===== config.mk =====
export PLATFORM = sky130hd
export DESIGN_NAME = etc_timer
export DESIGN_NICKNAME = d
export VERILOG_FILES = /design/src/rtl/etc_pkg.sv /design/src/rtl/etc_time_if.sv /design/src/rtl/etc_capture.sv /design/src/rtl/etc_prescaler.sv /design/src/rtl/etc_timer.sv
export SDC_FILE = /design/constraint.sdc
export NUM_CORES = 1
export LEC_CHECK = 0
export BUFFER_PORTS_ARGS = -buffer_cell sky130_fd_sc_hd__buf_2
export CAP_MARGIN = 0
export CORE_MARGIN = 1.5
export CORE_UTILIZATION = 36
export CTS_BUF_LIST = sky130_fd_sc_hd__clkbuf_4 sky130_fd_sc_hd__clkbuf_8
export CTS_CLUSTER_DIAMETER = 30
export DETAILED_ROUTE_END_ITERATION = 6
export SLEW_MARGIN = 30
export SYNTH_ARGS = -nofsm -noshare
export SYNTH_HDL_FRONTEND = slang
export SYNTH_SLANG_ARGS = --single-unit

===== constraint.sdc =====
create_clock -name clk -period 6.2 [get_ports clk]
set_input_delay 0.62 -clock clk [delete_from_list [all_inputs] [get_ports clk]]
set_output_delay 0.62 -clock clk [all_outputs]
set_load 0.01 [all_outputs]

===== src/rtl/etc_pkg.sv =====
// etc_pkg: constants, field layouts and helper functions of the extended timer
package etc_pkg;
  // ==========================================================
  // counter
  localparam int          CNT_W     = 16;
  typedef logic [CNT_W-1:0] etc_word_t;             // counter-width word
  localparam etc_word_t   CNT_MAX   = 16'hffff;      // all-ones count
  localparam etc_word_t   CNT_RST   = 16'h0000;      // reset count
  localparam logic [7:0]  BYTE_RST  = 8'h00;         // reset of byte registers
  // ==========================================================
  // timer control register layout
  localparam int          RUN_BIT   = 7;             // count run bit
  localparam int          EDGE_BIT  = 3;             // event edge: 1 = falling
  localparam int          SRC_LSB   = 0;             // source clock select field
  localparam int          SRC_W     = 3;
  localparam logic [2:0]  SRC_EVENT = 3'h7;          // event counter mode
  localparam logic [2:0]  SRC_TOP   = 3'h5;          // last internal code
  // ==========================================================
  // channel mode register layout
  localparam int          ACT_LSB   = 0;             // compare action field
  localparam int          IC0_LSB   = 4;             // capture 0 edge field
  localparam int          IC1_LSB   = 6;             // capture 1 edge field
  // channel enable register layout
  localparam int          EN_IC0    = 4;
  localparam int          EN_IC1    = 5;
  localparam int          EN_OC0    = 6;
  // ==========================================================
  // encodings
  localparam logic [1:0]  ACT_NOP   = 2'h0;          // interrupt only
  localparam logic [1:0]  ACT_HIGH  = 2'h1;
  localparam logic [1:0]  ACT_LOW   = 2'h2;
  localparam logic [1:0]  ACT_TOG   = 2'h3;
  localparam logic [1:0]  EDGE_RISE = 2'h0;
  localparam logic [1:0]  EDGE_FALL = 2'h1;
  localparam logic [1:0]  EDGE_BOTH = 2'h2;
  // ==========================================================
  // timing
  localparam int          DIV_W     = 7;             // prescaler width
  localparam logic [6:0]  DIV_FULL  = 7'h7f;
  localparam logic [2:0]  MC_WAIT   = 3'h4;          // one machine cycle = 4 clk
  localparam logic [1:0]  SMP_LAST  = 2'h3;          // capture sample every 4 clk

  // does a new filtered level form an edge of the selected kind
  function automatic logic edge_hit(logic [1:0] mode, logic new_lvl);
    case (mode)
      EDGE_RISE: edge_hit = new_lvl;
      EDGE_FALL: edge_hit = !new_lvl;
      EDGE_BOTH: edge_hit = 1'b1;
      default:   edge_hit = 1'b0;
    endcase
  endfunction : edge_hit
endpackage : etc_pkg


===== src/rtl/etc_time_if.sv =====
// etc_time_if: time base shared by control, prescaler and capture channels
`timescale 1ns/10ps
interface etc_time_if;
  logic [15:0] count;      // current counter value
  logic        cnt_tick;   // one-cycle count advance
  logic [2:0]  src_sel;    // source clock select
  logic        edge_fall;  // event counts falling edges
  logic        run;        // count run bit
  logic        slow;       // slow clock in use
  logic        fs_tick;    // one pulse per slow clock period

  modport ctl (output count, src_sel, edge_fall, run, slow, fs_tick, input cnt_tick);
  modport prs (input src_sel, edge_fall, run, slow, fs_tick, output cnt_tick);
  modport cap (input count);
endinterface : etc_time_if


===== src/rtl/etc_capture.sv =====
// etc_capture: one input capture channel with noise filter and read lock
`timescale 1ns/10ps
module etc_capture (
  input  wire logic        clk,
  input  wire logic        srst,
  input  wire logic        clk_en,
  etc_time_if.cap          tb,
  input  wire logic        cap_pin,
  input  wire logic        enable,
  input  wire logic [1:0]  edge_mode,
  input  wire logic        rd_hi,
  output logic      [15:0] latest,
  output logic      [15:0] previous,
  output logic             irq
);
  // ==========================================================
  // state
  typedef struct packed {
    logic        s1;     // sync stage 1
    logic        s2;     // sync stage 2
    logic        s3;     // sync stage 3
    logic [1:0]  smp_div; // fc/4 sample phase
    logic        smp;    // last sample
    logic        lvl;    // filtered level
    logic        locked; // capture blocked until read
    logic [15:0] latest;
    logic [15:0] previous;
    logic        irq;
  } etc_cap_t;

  etc_cap_t st_ff;
  etc_cap_t nxt_st;
  logic     edge_ok;     // qualified edge this cycle

  assign latest   = st_ff.latest;
  assign previous = st_ff.previous;
  assign irq      = st_ff.irq;

  // ==========================================================
  // next state
  always_comb begin
    nxt_st         = st_ff;
    nxt_st.s1      = cap_pin;
    nxt_st.s2      = st_ff.s1;
    nxt_st.s3      = st_ff.s2;
    nxt_st.irq     = 1'b0;
    nxt_st.smp_div = st_ff.smp_div + 2'h1;
    edge_ok        = 1'b0;
    // sample at fc/4; two equal samples pass the noise filter
    if (st_ff.smp_div == etc_pkg::SMP_LAST && st_ff.s2 == st_ff.s3) begin
      nxt_st.smp = st_ff.s3;
      if (st_ff.s3 == st_ff.smp && st_ff.s3 != st_ff.lvl) begin
        nxt_st.lvl = st_ff.s3;
        edge_ok    = etc_pkg::edge_hit(edge_mode, st_ff.s3);
      end
    end
    if (rd_hi) begin
      nxt_st.locked = 1'b0;
    end
    // a read in the same cycle frees the channel for the new edge
    if (edge_ok && enable && (!st_ff.locked || rd_hi)) begin
      nxt_st.previous = st_ff.latest;
      nxt_st.latest   = tb.count;
      nxt_st.irq      = 1'b1;
      nxt_st.locked   = 1'b1;
    end
  end

  // ==========================================================
  // registers
  always_ff @(posedge clk) begin
    if (srst) begin
      st_ff <= '0;
    end else if (clk_en) begin
      st_ff <= nxt_st;
    end
  end
endmodule : etc_capture


===== src/rtl/etc_prescaler.sv =====
// etc_prescaler: dedicated prescaler and event pin edge counter source
`timescale 1ns/10ps
module etc_prescaler (
  input  wire logic clk,
  input  wire logic srst,
  input  wire logic clk_en,
  etc_time_if.prs   tb,
  input  wire logic event_pin
);
  // ==========================================================
  // state
  typedef struct packed {
    logic [6:0] div;    // free divider
    logic       s1;     // event sync stage 1
    logic       s2;     // event sync stage 2
    logic       s3;     // event sync stage 3
    logic       lvl;    // accepted event level
    logic       tick;   // registered count tick
  } etc_prs_t;

  etc_prs_t st_ff;
  etc_prs_t nxt_st;
  logic     adv;        // divider advances this cycle
  logic [6:0] mask;     // low divider bits of the selected ratio

  assign tb.cnt_tick = st_ff.tick;

  // ==========================================================
  // next state
  always_comb begin
    nxt_st    = st_ff;
    nxt_st.s1 = event_pin;
    nxt_st.s2 = st_ff.s1;
    nxt_st.s3 = st_ff.s2;
    nxt_st.tick = 1'b0;
    adv  = tb.slow ? tb.fs_tick : 1'b1;                    // fs or fc based
    mask = etc_pkg::DIV_FULL >> (etc_pkg::SRC_TOP - tb.src_sel);
    if (adv) begin
      nxt_st.div = st_ff.div + 7'h01;
    end
    if (tb.src_sel == etc_pkg::SRC_EVENT) begin
      // event counter mode: stable filtered edge
      if (st_ff.s2 == st_ff.s3 && st_ff.s3 != st_ff.lvl) begin
        nxt_st.lvl  = st_ff.s3;
        nxt_st.tick = tb.run && etc_pkg::edge_hit({1'b0, tb.edge_fall}, st_ff.s3);
      end
    end else if (tb.src_sel <= etc_pkg::SRC_TOP) begin
      // internal clock fc/2^(sel+2), or fs/2^(sel+2) when slow mode steps the divider on fs_tick
      nxt_st.tick = tb.run && adv && ((st_ff.div & mask) == mask);
    end
  end

  // ==========================================================
  // registers
  always_ff @(posedge clk) begin
    if (srst) begin
      st_ff <= '0;
    end else if (clk_en) begin
      st_ff <= nxt_st;
    end
  end
endmodule : etc_prescaler


===== src/rtl/etc_timer.sv =====
// etc_timer: 16-bit extended timer-counter with two captures and one compare
//
// Contract
// - internal prescaler ticks advance the counter
// - overflow interrupt at all ones, keep counting
// - source select 111 means event counter
// - event mode counts chosen pin edge
// - preload low then high; high loads
// - one machine cycle wait after high write
// - zero clears; ones minus n gives interrupt
// - run bit seven starts and stops counting
// - first edge latches count, raises interrupt
// - capture locked until latest read, low first
// - later edges shift latest into previous
// - filter rejects pulses under six clocks
// - sample at quarter clock, bounded latency
// - capture edge rising, falling or both
// - overflow never disturbs capture
// - compare sets, clears, toggles or holds
// - match applies action, then interrupt
// - compare low first; high arms next match
// - action code 11 toggles the output
`timescale 1ns/10ps
module etc_timer (
  input  wire logic             clk,
  input  wire logic             srst,
  input  wire logic             clk_en,
  input  wire logic             slow_mode,
  input  wire logic             fs_tick,
  input  wire logic [7:0]       wdata,
  input  wire logic             ctrl_wr,
  input  wire logic             preload_lo_wr,
  input  wire logic             preload_hi_wr,
  input  wire logic             compare_lo_wr,
  input  wire logic             compare_hi_wr,
  input  wire logic             mode_wr,
  input  wire logic             enable_wr,
  input  wire logic [1:0]       cap_rd_lo,
  input  wire logic [1:0]       cap_rd_hi,
  input  wire logic             event_pin,
  input  wire logic [1:0]       capture_pin,
  output logic      [15:0]      count_value,
  output logic      [1:0][15:0] latest_capture_register,
  output logic      [1:0][15:0] previous_capture_register,
  output logic                  count_run_bit,
  output logic                  compare_armed,
  output logic                  compare_output_0,
  output logic                  compare_output_0_oe_n,
  output logic                  overflow_interrupt,
  output logic      [1:0]       capture_interrupt,
  output logic                  compare_interrupt_0
);
  // ==========================================================
  // state of the control side
  typedef struct packed {
    logic [7:0]  ctrl;       // timer control register
    logic [7:0]  mode;       // channel mode register
    logic [7:0]  enable;     // channel enable register
    logic [7:0]  pre_lo;     // held low byte of preload
    logic [7:0]  cmp_lo;     // held low byte of compare
    logic [15:0] cmp;        // compare value register
    logic [15:0] cnt;        // the counter
    logic [2:0]  wait_cnt;   // machine cycle wait after preload
    logic        armed;      // compare may fire
    logic        oc;         // compare pin level
    logic        ovf_irq;    // overflow pulse
    logic        cmp_pend;   // compare action done, interrupt next
    logic        cmp_irq;    // compare pulse
  } etc_ctl_t;

  etc_ctl_t   st_ff;
  etc_ctl_t   nxt_st;
  etc_time_if tb ();         // shared time base
  logic       advance;       // counter steps this cycle
  logic [1:0] act;           // selected compare action
  logic [1:0] cap_en;        // capture enables per channel
  logic [1:0][1:0] cap_edge; // capture edge modes per channel

  // ==========================================================
  // field decoding
  // pick a two-bit field out of a byte
  function automatic logic [1:0] field2(logic [7:0] r, int lsb);
    field2 = r[lsb +: 2];
  endfunction : field2

  assign act         = field2(st_ff.mode, etc_pkg::ACT_LSB);
  assign cap_edge[0] = field2(st_ff.mode, etc_pkg::IC0_LSB);
  assign cap_edge[1] = field2(st_ff.mode, etc_pkg::IC1_LSB);
  assign cap_en[0]   = st_ff.enable[etc_pkg::EN_IC0];
  assign cap_en[1]   = st_ff.enable[etc_pkg::EN_IC1];

  // ==========================================================
  // time base drive
  assign tb.count     = st_ff.cnt;
  assign tb.src_sel   = st_ff.ctrl[etc_pkg::SRC_LSB +: etc_pkg::SRC_W];
  assign tb.edge_fall = st_ff.ctrl[etc_pkg::EDGE_BIT];
  assign tb.run       = st_ff.ctrl[etc_pkg::RUN_BIT];
  assign tb.slow      = slow_mode;
  assign tb.fs_tick   = fs_tick;

  // ==========================================================
  // outputs
  assign count_value           = st_ff.cnt;
  assign count_run_bit         = st_ff.ctrl[etc_pkg::RUN_BIT];
  assign compare_armed         = st_ff.armed;
  assign compare_output_0      = st_ff.oc;
  // pin driven only while the compare channel owns it
  assign compare_output_0_oe_n = !st_ff.enable[etc_pkg::EN_OC0];
  assign overflow_interrupt    = st_ff.ovf_irq;
  assign compare_interrupt_0   = st_ff.cmp_irq;

  // ==========================================================
  // next state
  always_comb begin
    nxt_st          = st_ff;
    nxt_st.ovf_irq  = 1'b0;
    nxt_st.cmp_irq  = st_ff.cmp_pend;                       // interrupt after action
    nxt_st.cmp_pend = 1'b0;
    advance         = 1'b0;

    // plain register writes
    if (ctrl_wr) begin
      nxt_st.ctrl = wdata;
    end
    if (mode_wr) begin
      nxt_st.mode = wdata;
    end
    if (enable_wr) begin
      nxt_st.enable = wdata;
    end
    if (preload_lo_wr) begin
      nxt_st.pre_lo = wdata;                                // held only
    end
    if (compare_lo_wr) begin
      nxt_st.cmp_lo = wdata;                                // held only
    end

    // counter: preload, wait, or count
    if (preload_hi_wr) begin
      nxt_st.cnt      = {wdata, st_ff.pre_lo};
      nxt_st.wait_cnt = etc_pkg::MC_WAIT;
    end else if (st_ff.wait_cnt != 3'h0) begin
      nxt_st.wait_cnt = st_ff.wait_cnt - 3'h1;
    end else if (tb.cnt_tick && st_ff.ctrl[etc_pkg::RUN_BIT]) begin
      advance    = 1'b1;
      nxt_st.cnt = st_ff.cnt + 16'h0001;                    // wraps past all ones
      if (nxt_st.cnt == etc_pkg::CNT_MAX) begin
        nxt_st.ovf_irq = 1'b1;
      end
    end

    // compare match: action on the pin, interrupt one cycle later
    if (st_ff.armed && advance && nxt_st.cnt == st_ff.cmp) begin
      nxt_st.armed    = 1'b0;
      nxt_st.cmp_pend = 1'b1;
      if (st_ff.enable[etc_pkg::EN_OC0]) begin
        case (act)
          etc_pkg::ACT_HIGH: nxt_st.oc = 1'b1;
          etc_pkg::ACT_LOW:  nxt_st.oc = 1'b0;
          etc_pkg::ACT_TOG:  nxt_st.oc = !st_ff.oc;
          default:           nxt_st.oc = st_ff.oc;           // no change
        endcase
      end
    end

    // rearm: high write or stopped timer; wins over a match
    if (compare_hi_wr) begin
      nxt_st.cmp   = {wdata, st_ff.cmp_lo};
      nxt_st.armed = 1'b1;
    end else if (!st_ff.ctrl[etc_pkg::RUN_BIT]) begin
      nxt_st.armed = 1'b1;
    end
  end

  // ==========================================================
  // registers
  always_ff @(posedge clk) begin
    if (srst) begin
      st_ff        <= '0;
      st_ff.cnt    <= etc_pkg::CNT_RST;
      st_ff.ctrl   <= etc_pkg::BYTE_RST;
      st_ff.armed  <= 1'b1;
    end else if (clk_en) begin
      st_ff <= nxt_st;
    end
  end

  // ==========================================================
  // prescaler and event source
  etc_prescaler u_prs (
    .clk       (clk),
    .srst      (srst),
    .clk_en    (clk_en),
    .tb        (tb.prs),
    .event_pin (event_pin)
  );

  // ==========================================================
  // capture channels
  for (genvar g = 0; g < 2; g++) begin : g_cap
    etc_capture u_cap (
      .clk       (clk),
      .srst      (srst),
      .clk_en    (clk_en),
      .tb        (tb.cap),
      .cap_pin   (capture_pin[g]),
      .enable    (cap_en[g]),
      .edge_mode (cap_edge[g]),
      .rd_hi     (cap_rd_hi[g]),
      .latest    (latest_capture_register[g]),
      .previous  (previous_capture_register[g]),
      .irq       (capture_interrupt[g])
    );
  end
endmodule : etc_timer


After elaboration in Yosys (flattened, before gate mapping)

Index checks and enable logic that the tools add are counted.

Bits in registers: 173
Output and inout bits: 88
Bits of input ports: 27

$lt $le $gt $ge: 1
Equality and inequality tests: 22
Muxes and demuxes: 34
Reduce and logical (&&, ||, !) cells: 50
Shift-type cells: 1
Bitwise operators: 2
Add/sub/neg operators: 6

Operator list:

| kind                  | number |
|---|---|
| $mux 34               | 2 |
| $mux 16               | 2 |
| $reduce_and 2->1      | 15 |
| $mux 1                | 23 |
| $mux 19               | 1 |
| $add 16x1->16 const B | 1 |
| $eq 16x16->1          | 1 |
| $eq 16x16->1 const B  | 1 |
| $logic_and 1x1->1     | 15 |
| $eq 2x2->1 const B    | 6 |
| $pmux 1 s3            | 3 |
| $reduce_and 3->1      | 3 |
| $add 7x1->7 const B   | 1 |
| $and 7x7->7           | 1 |
| $eq 7x7->1            | 1 |
| $logic_not 1->1       | 7 |
| $shr 7x3->7 const A   | 1 |
| $eq 2x1->1 const B    | 3 |
| $reduce_bool 2->1     | 3 |
| $reduce_bool 3->1     | 2 |
| $eq 1x1->1            | 5 |
| $add 2x1->2 const B   | 2 |
| $logic_not 2->1       | 2 |
| $reduce_and 4->1      | 1 |
| 11 further kinds      | 14 |

Depth between registers and ports, before layout

Depth after elaboration: 9
Depth in mapped cells: 12
Gate-level depth less buffers: 10

Cells and area by module

A second synthesis with hierarchy kept.

Cells, all modules: 986
Area, all modules: 8540.7 um^2

Modules (own cells, without submodules):

| module        | seq. area each (um^2) | instances | area each (um^2) | cells an instance |
|---|---|---|---|---|
| etc_capture   | 820.8                 | 2         | 2009.4           | 199 |
| etc_timer     | 1401.3                | 1         | 3849.9           | 512 |
| etc_prescaler | 240.2                 | 1         | 671.9            | 76 |

Worst setup path after synthesis

OpenSTA, ideal clock, no wires.

Kind: input to register
Start: input preload_hi_wr
End: register st_ff, in the netlist compare_armed
Path buffers: 2
Stages: 9
Setup slack: 3.376 ns
Arrival time: 2.702 ns
Data required time: 6.078 ns
Library setup time: 0.122 ns
Path through: buf_2 > clkbuf_1 > o221ai_1 > o22ai_1 > nand4_1 > or4_4 > nor4_4 > nand2_1 > a221o_1

Longest elaborated chain between the ends: 5
Elaborated cells between the ends (all ways): 7
Classes of those cells: eq/ne: 2; mux: 2; reduce/logical: 3

RTL lines:

| item                                                     | line             | source |
|---|---|---|
| start: declaration                                       | etc_timer.sv:33  | `input wire logic preload_hi_wr,` |
| $mux 19 / $mux 1 (equally long branches)                 | etc_timer.sv:139 | `if (preload_hi_wr) begin` |
| $eq 16x16->1 / $logic_and 1x1->1 (equally long branches) | etc_timer.sv:153 | `if (st_ff.armed && advance && nxt_st.cnt == st_ff.cmp) begin` |
| $logic_and 1x1->1 *                                      | etc_timer.sv:153 |  |
| $ne 3x2->1 (no line) *                                   | -                |  |
| $reduce_and 2->1 (no line) *                             | -                |  |
| end signal: assignment                                   | etc_timer.sv:184 | `st_ff <= nxt_st;` |
| end: declaration                                         | etc_timer.sv:71  | `etc_ctl_t st_ff;` |

Mark *: on every way between the ends. The rest lies on a longest branch, timed or not.
A chain may end at the register's enable or synchronous reset.

Worst setup path in the final report

Start: register st_ff[5] in the netlist's numbering
End: register st_ff, in the netlist compare_armed

Longest elaborated chain between the ends: 7
Elaborated cells between the ends (all ways): 10
Classes of those cells: eq/ne: 2; mux: 4; reduce/logical: 4

RTL lines:

| item                                                     | line             | source |
|---|---|---|
| $reduce_bool 3->1 *                                      | etc_timer.sv:142 | `end else if (st_ff.wait_cnt != 3'h0) begin` |
| $mux 16 / $mux 1 (equally long branches)                 | etc_timer.sv:142 |  |
| $mux 19 / $mux 1 (equally long branches)                 | etc_timer.sv:139 |  |
| $eq 16x16->1 / $logic_and 1x1->1 (equally long branches) | etc_timer.sv:153 |  |
| $logic_and 1x1->1 *                                      | etc_timer.sv:153 |  |
| $ne 3x2->1 (no line) *                                   | -                |  |
| $reduce_and 2->1 (no line) *                             | -                |  |

Marked as above.

==> metrics.md <==
| Metric | Value |
|---|---|
| Vias | `6997` |
| Ant. Diodes | `0` |
| FF-to-FF path depth | `10` |
| Critical path launch point type | `flop` |
| Leakage | `0.00323 uW` |
| Synth Register Bits | `164` |
| Peak supply drop | `0.125 mV` |
| Synth top area share | `39.9%` |
| Final Cycle Share | `58.2%` |
| Top cells by area, synth | `dfxtp_1 (40%), nand2_1 (11%), a21oi_1 (8.6%)` |
| Post-CTS setup buffers | `0` |
| Pwr/cell area | `approximately 240 nW/um^2` |
| Worst hold path class | `in2reg` |
| Reg2reg setup slack | `2.59 ns` |
| Post-synthesis sequential area ratio | `39.9%` |
| Synth cell types | `62` |
| WL/cell | `15.8 um` |
| Clk_lat worst skew | `0.46 ns` |
| # rows | `55` |
| Gp weighted congestion | `0.885` |
| Fill count | `between 2000 and 2500` |
| Synthesized area | `8230 um^2` |
| Synth area leader | `dfxtp_1` |
| Total track usage | `17.6%` |
| Share of post-route cells with drive strength above 1 | `15.0%` |
| Initial DRC count | `428` |
| Post-synth top flop | `dfxtp_1` |
| Hold Vio Cnt, Final | `0` |
| Most common cell after layout, fill and taps aside | `nand2_1` |
| Critical path arrival | `3.95 ns` |
| Max frequency | `0.277 GHz` |
| Min Tclk post-route | `3.61 ns` |
| Comb pwr share | `7.9%` |
| CTS tree | `built` |
| Die Ht | `154 um` |
| Htree depth | `4` |
| Clock power frac | `between 30% and 40%` |
| Sw Share | `26.5%` |
| Initial Util | `between 30 and 40%` |
| FF-to-FF End | `compare_armed$_SDFFE_PP1P_` |
| Area Growth Syn to Fin | `4.96%` |
| Worst path required time | `about 6.6 ns` |
| Core ar. | `approximately 23000 um^2` |
| Root buffer cell | `clkbuf_8` |
| Port Buf Inserts | `112` |
| Crit path capture | `compare_armed$_SDFFE_PP1P_` |
| Setup crit end kind | `flop` |
| Vias per cell | `5.21` |
| # Max-Cap Violations | `0` |
| Drt total wl | `21200 um` |
| Worst clock skew | `0.0145 ns` |
| DRT Pass-1 Iters | `6` |
| Reg clk slew, reported paths | `0.09 ns` |
| Io pins | `115` |
| Final Slew Violations | `0` |
| # setup viols final | `0` |
| Detailed Place HPWL | `14000 um` |
| # clock sinks | `164` |
| Mapped Nets | `~1100` |
| Vias in the first global route | `6233` |
| Pin count of the biggest net entering global routing | `86` |
| Initial antenna violation count | `0` |
| Syn Area/Cell | `7.65 um^2` |
| Final Net Count | `roughly 1100` |
| Setup crit start | `st_ff[5]$_SDFFE_PP0P_` |
| CTS hold repair buffers | `0` |
| Synth async-reset ratio | `0%` |
| Hold_ws | `slightly below 0.4 ns` |
| Yosys warning total | `0` |
| Critical path fanouts, max | `13` |
| WS Path Type | `reg2reg` |
| TNS Setup | `0 ns` |
| Status | `finished clean` |
| Measured slew at the worst slew-check pin | `0.913 ns` |
| Overall power | `2040 uW` |
| Psw | `between 500 and 600 uW` |
| Clock Path Buffers | `2` |
| RSZ-0062 raised after global routing | `no` |
| DRC viols | `0` |
| Post-cts sizing count | `0` |
| Antenna viol nets, final | `0` |
| EDFF count, synth | `0` |
| Rel. slew slack | `39.1%` |
| Internal Pwr Total | `1500 uW` |
| GRT overflow | `0` |
| Die area | `23800 um^2` |
| Worst r2r src | `st_ff[5]$_SDFFE_PP0P_` |
| Commonest non-fill, non-tap cells in the layout | `nand2_1 (238), dfxtp_1 (164), a21oi_1 (142), buf_2 (110), nor2_1 (59)` |
| First-pass GRT wire length | `33400 um` |
| Sequential power share | `54.7%` |
| Final design utilization | `between 30% and 40%` |
| Count of mapped cells out of synthesis | `1075` |
| TritonCTS buffer count | `17` |
| Die width | `154 um` |
## synthesized netlist by cell type, types with 7 or more instances
library cell and count:
a211oi_1 7, nor2_1 59, xor2_1 10, nand2b_1 9, a22oi_1 9, nand4_1 15, nand2_1 238, or3_1 7
clkbuf_1 70, a21oi_1 142, ha_1 10, dfxtp_1 164, mux2i_1 17, inv_1 22, o21ai_0 37, and3_1 9
nand3_1 43, buf_4 85, xnor2_1 26
## power groups by stage
| stage | Combinational (uW) | Sequential [uW] | Clock, uW |
|---|---|---|---|
| floorplan | 135 | 1120 | 0 |
| global placement | 159 | 1140 | 0 |
| detailed placement | 161 | 1140 | 0 |
| CTS | 161 | 1110 | 791 |
| global route | 181 | 1120 | 832 |
| finish | 161 | 1110 | 763 |
## how the worst min path moves through the flow
stage	from	endpoint	depth (start not counted)
detailed placement	g_cap[1].u_cap.previous[7]$_SDFFE_PP0P_	g_cap[1].u_cap.previous[7]$_SDFFE_PP0P_	2
floorplan	act[0]$_SDFFE_PP0P_	act[0]$_SDFFE_PP0P_	2
finish	capture_pin[1]	g_cap[1].u_cap.nxt_st[39]$_SDFFE_PP0P_	3
CTS	capture_pin[1]	g_cap[1].u_cap.nxt_st[39]$_SDFFE_PP0P_	3
global placement	g_cap[1].u_cap.previous[12]$_SDFFE_PP0P_	g_cap[1].u_cap.previous[12]$_SDFFE_PP0P_	2
global route	capture_pin[1]	g_cap[1].u_cap.nxt_st[39]$_SDFFE_PP0P_	3
## critical path, stage by stage, from the launching register on
cell and delay, ns:
dfxtp_1 0.33, inv_1 0.08, ha_1 0.21, nand4b_1 0.58
nor4_1 0.97, a221o_1 0.29, xor2_1 0.07, a31oi_1 0.19
a21boi_0 0.29, nand2_1 0.14, a221o_1 0.35
## state kept, by name, indices dropped and copies added, names as in the netlist, 4 cells and up
name and cells:
st_ff 40, g_cap.u_cap.latest 32, g_cap.u_cap.previous 32, count_value 16, g_cap.u_cap.st_ff 12, u_prs.st_ff 9
cap_edge 4, g_cap.u_cap.nxt_st 4
## through the flow
step | area, um^2 | cells | worst slack (ns)
floorplan | 8230 | 1075 | 3.38
global placement | 8250 | 1313 | 2.38
detailed placement | 8250 | 1313 | 2.32
CTS | 8630 | 1344 | 2.59
global route | 8630 | 1344 | 2.24
finish | 8630 | 1344 | 2.59
## logic make-up (layout without fill, tap and decap cells)
| kind of cell | Yosys count | after routing | synth area share (%) |
|---|---|---|---|
| and+or+nand+nor | 417 | 417 | 22.7 |
| AOI/OAI and AO/OA | 242 | 242 | 17.1 |
| buffers and inverters | 187 | 171 | 12.6 |
| DFF | 164 | 164 | 39.9 |
| xor gates and xnor gates | 36 | 36 | 3.83 |
| muxes | 19 | 19 | 2.34 |
| adders and majority gates | 10 | 10 | 1.52 |
## layout make-up
type                    instances  area, um^2  share of cell area (%)
multi-input cells             724        3920                    45.4
well taps                     285         357                    4.13
repair buffers                118         611                    7.07
inverters                      22        82.6                   0.956
clock inverters                 9        93.8                    1.09
flip-flops and latches        164        3280                    38.0
clock buffers                  22         290                    3.36
## per-layer routing
layer / up-vias / global-route usage [%] / part of all wire (%)
met3: 25 / 4.34 / 6.9
met5: - / 0 / 0
met4: 0 / 5.22 / 1.5
li1: 3509 / - / -
met2: 226 / 26.4 / 43
met1: 3237 / 24.9 / 49
No activity file was read; power rests on OpenSTA's default activity.
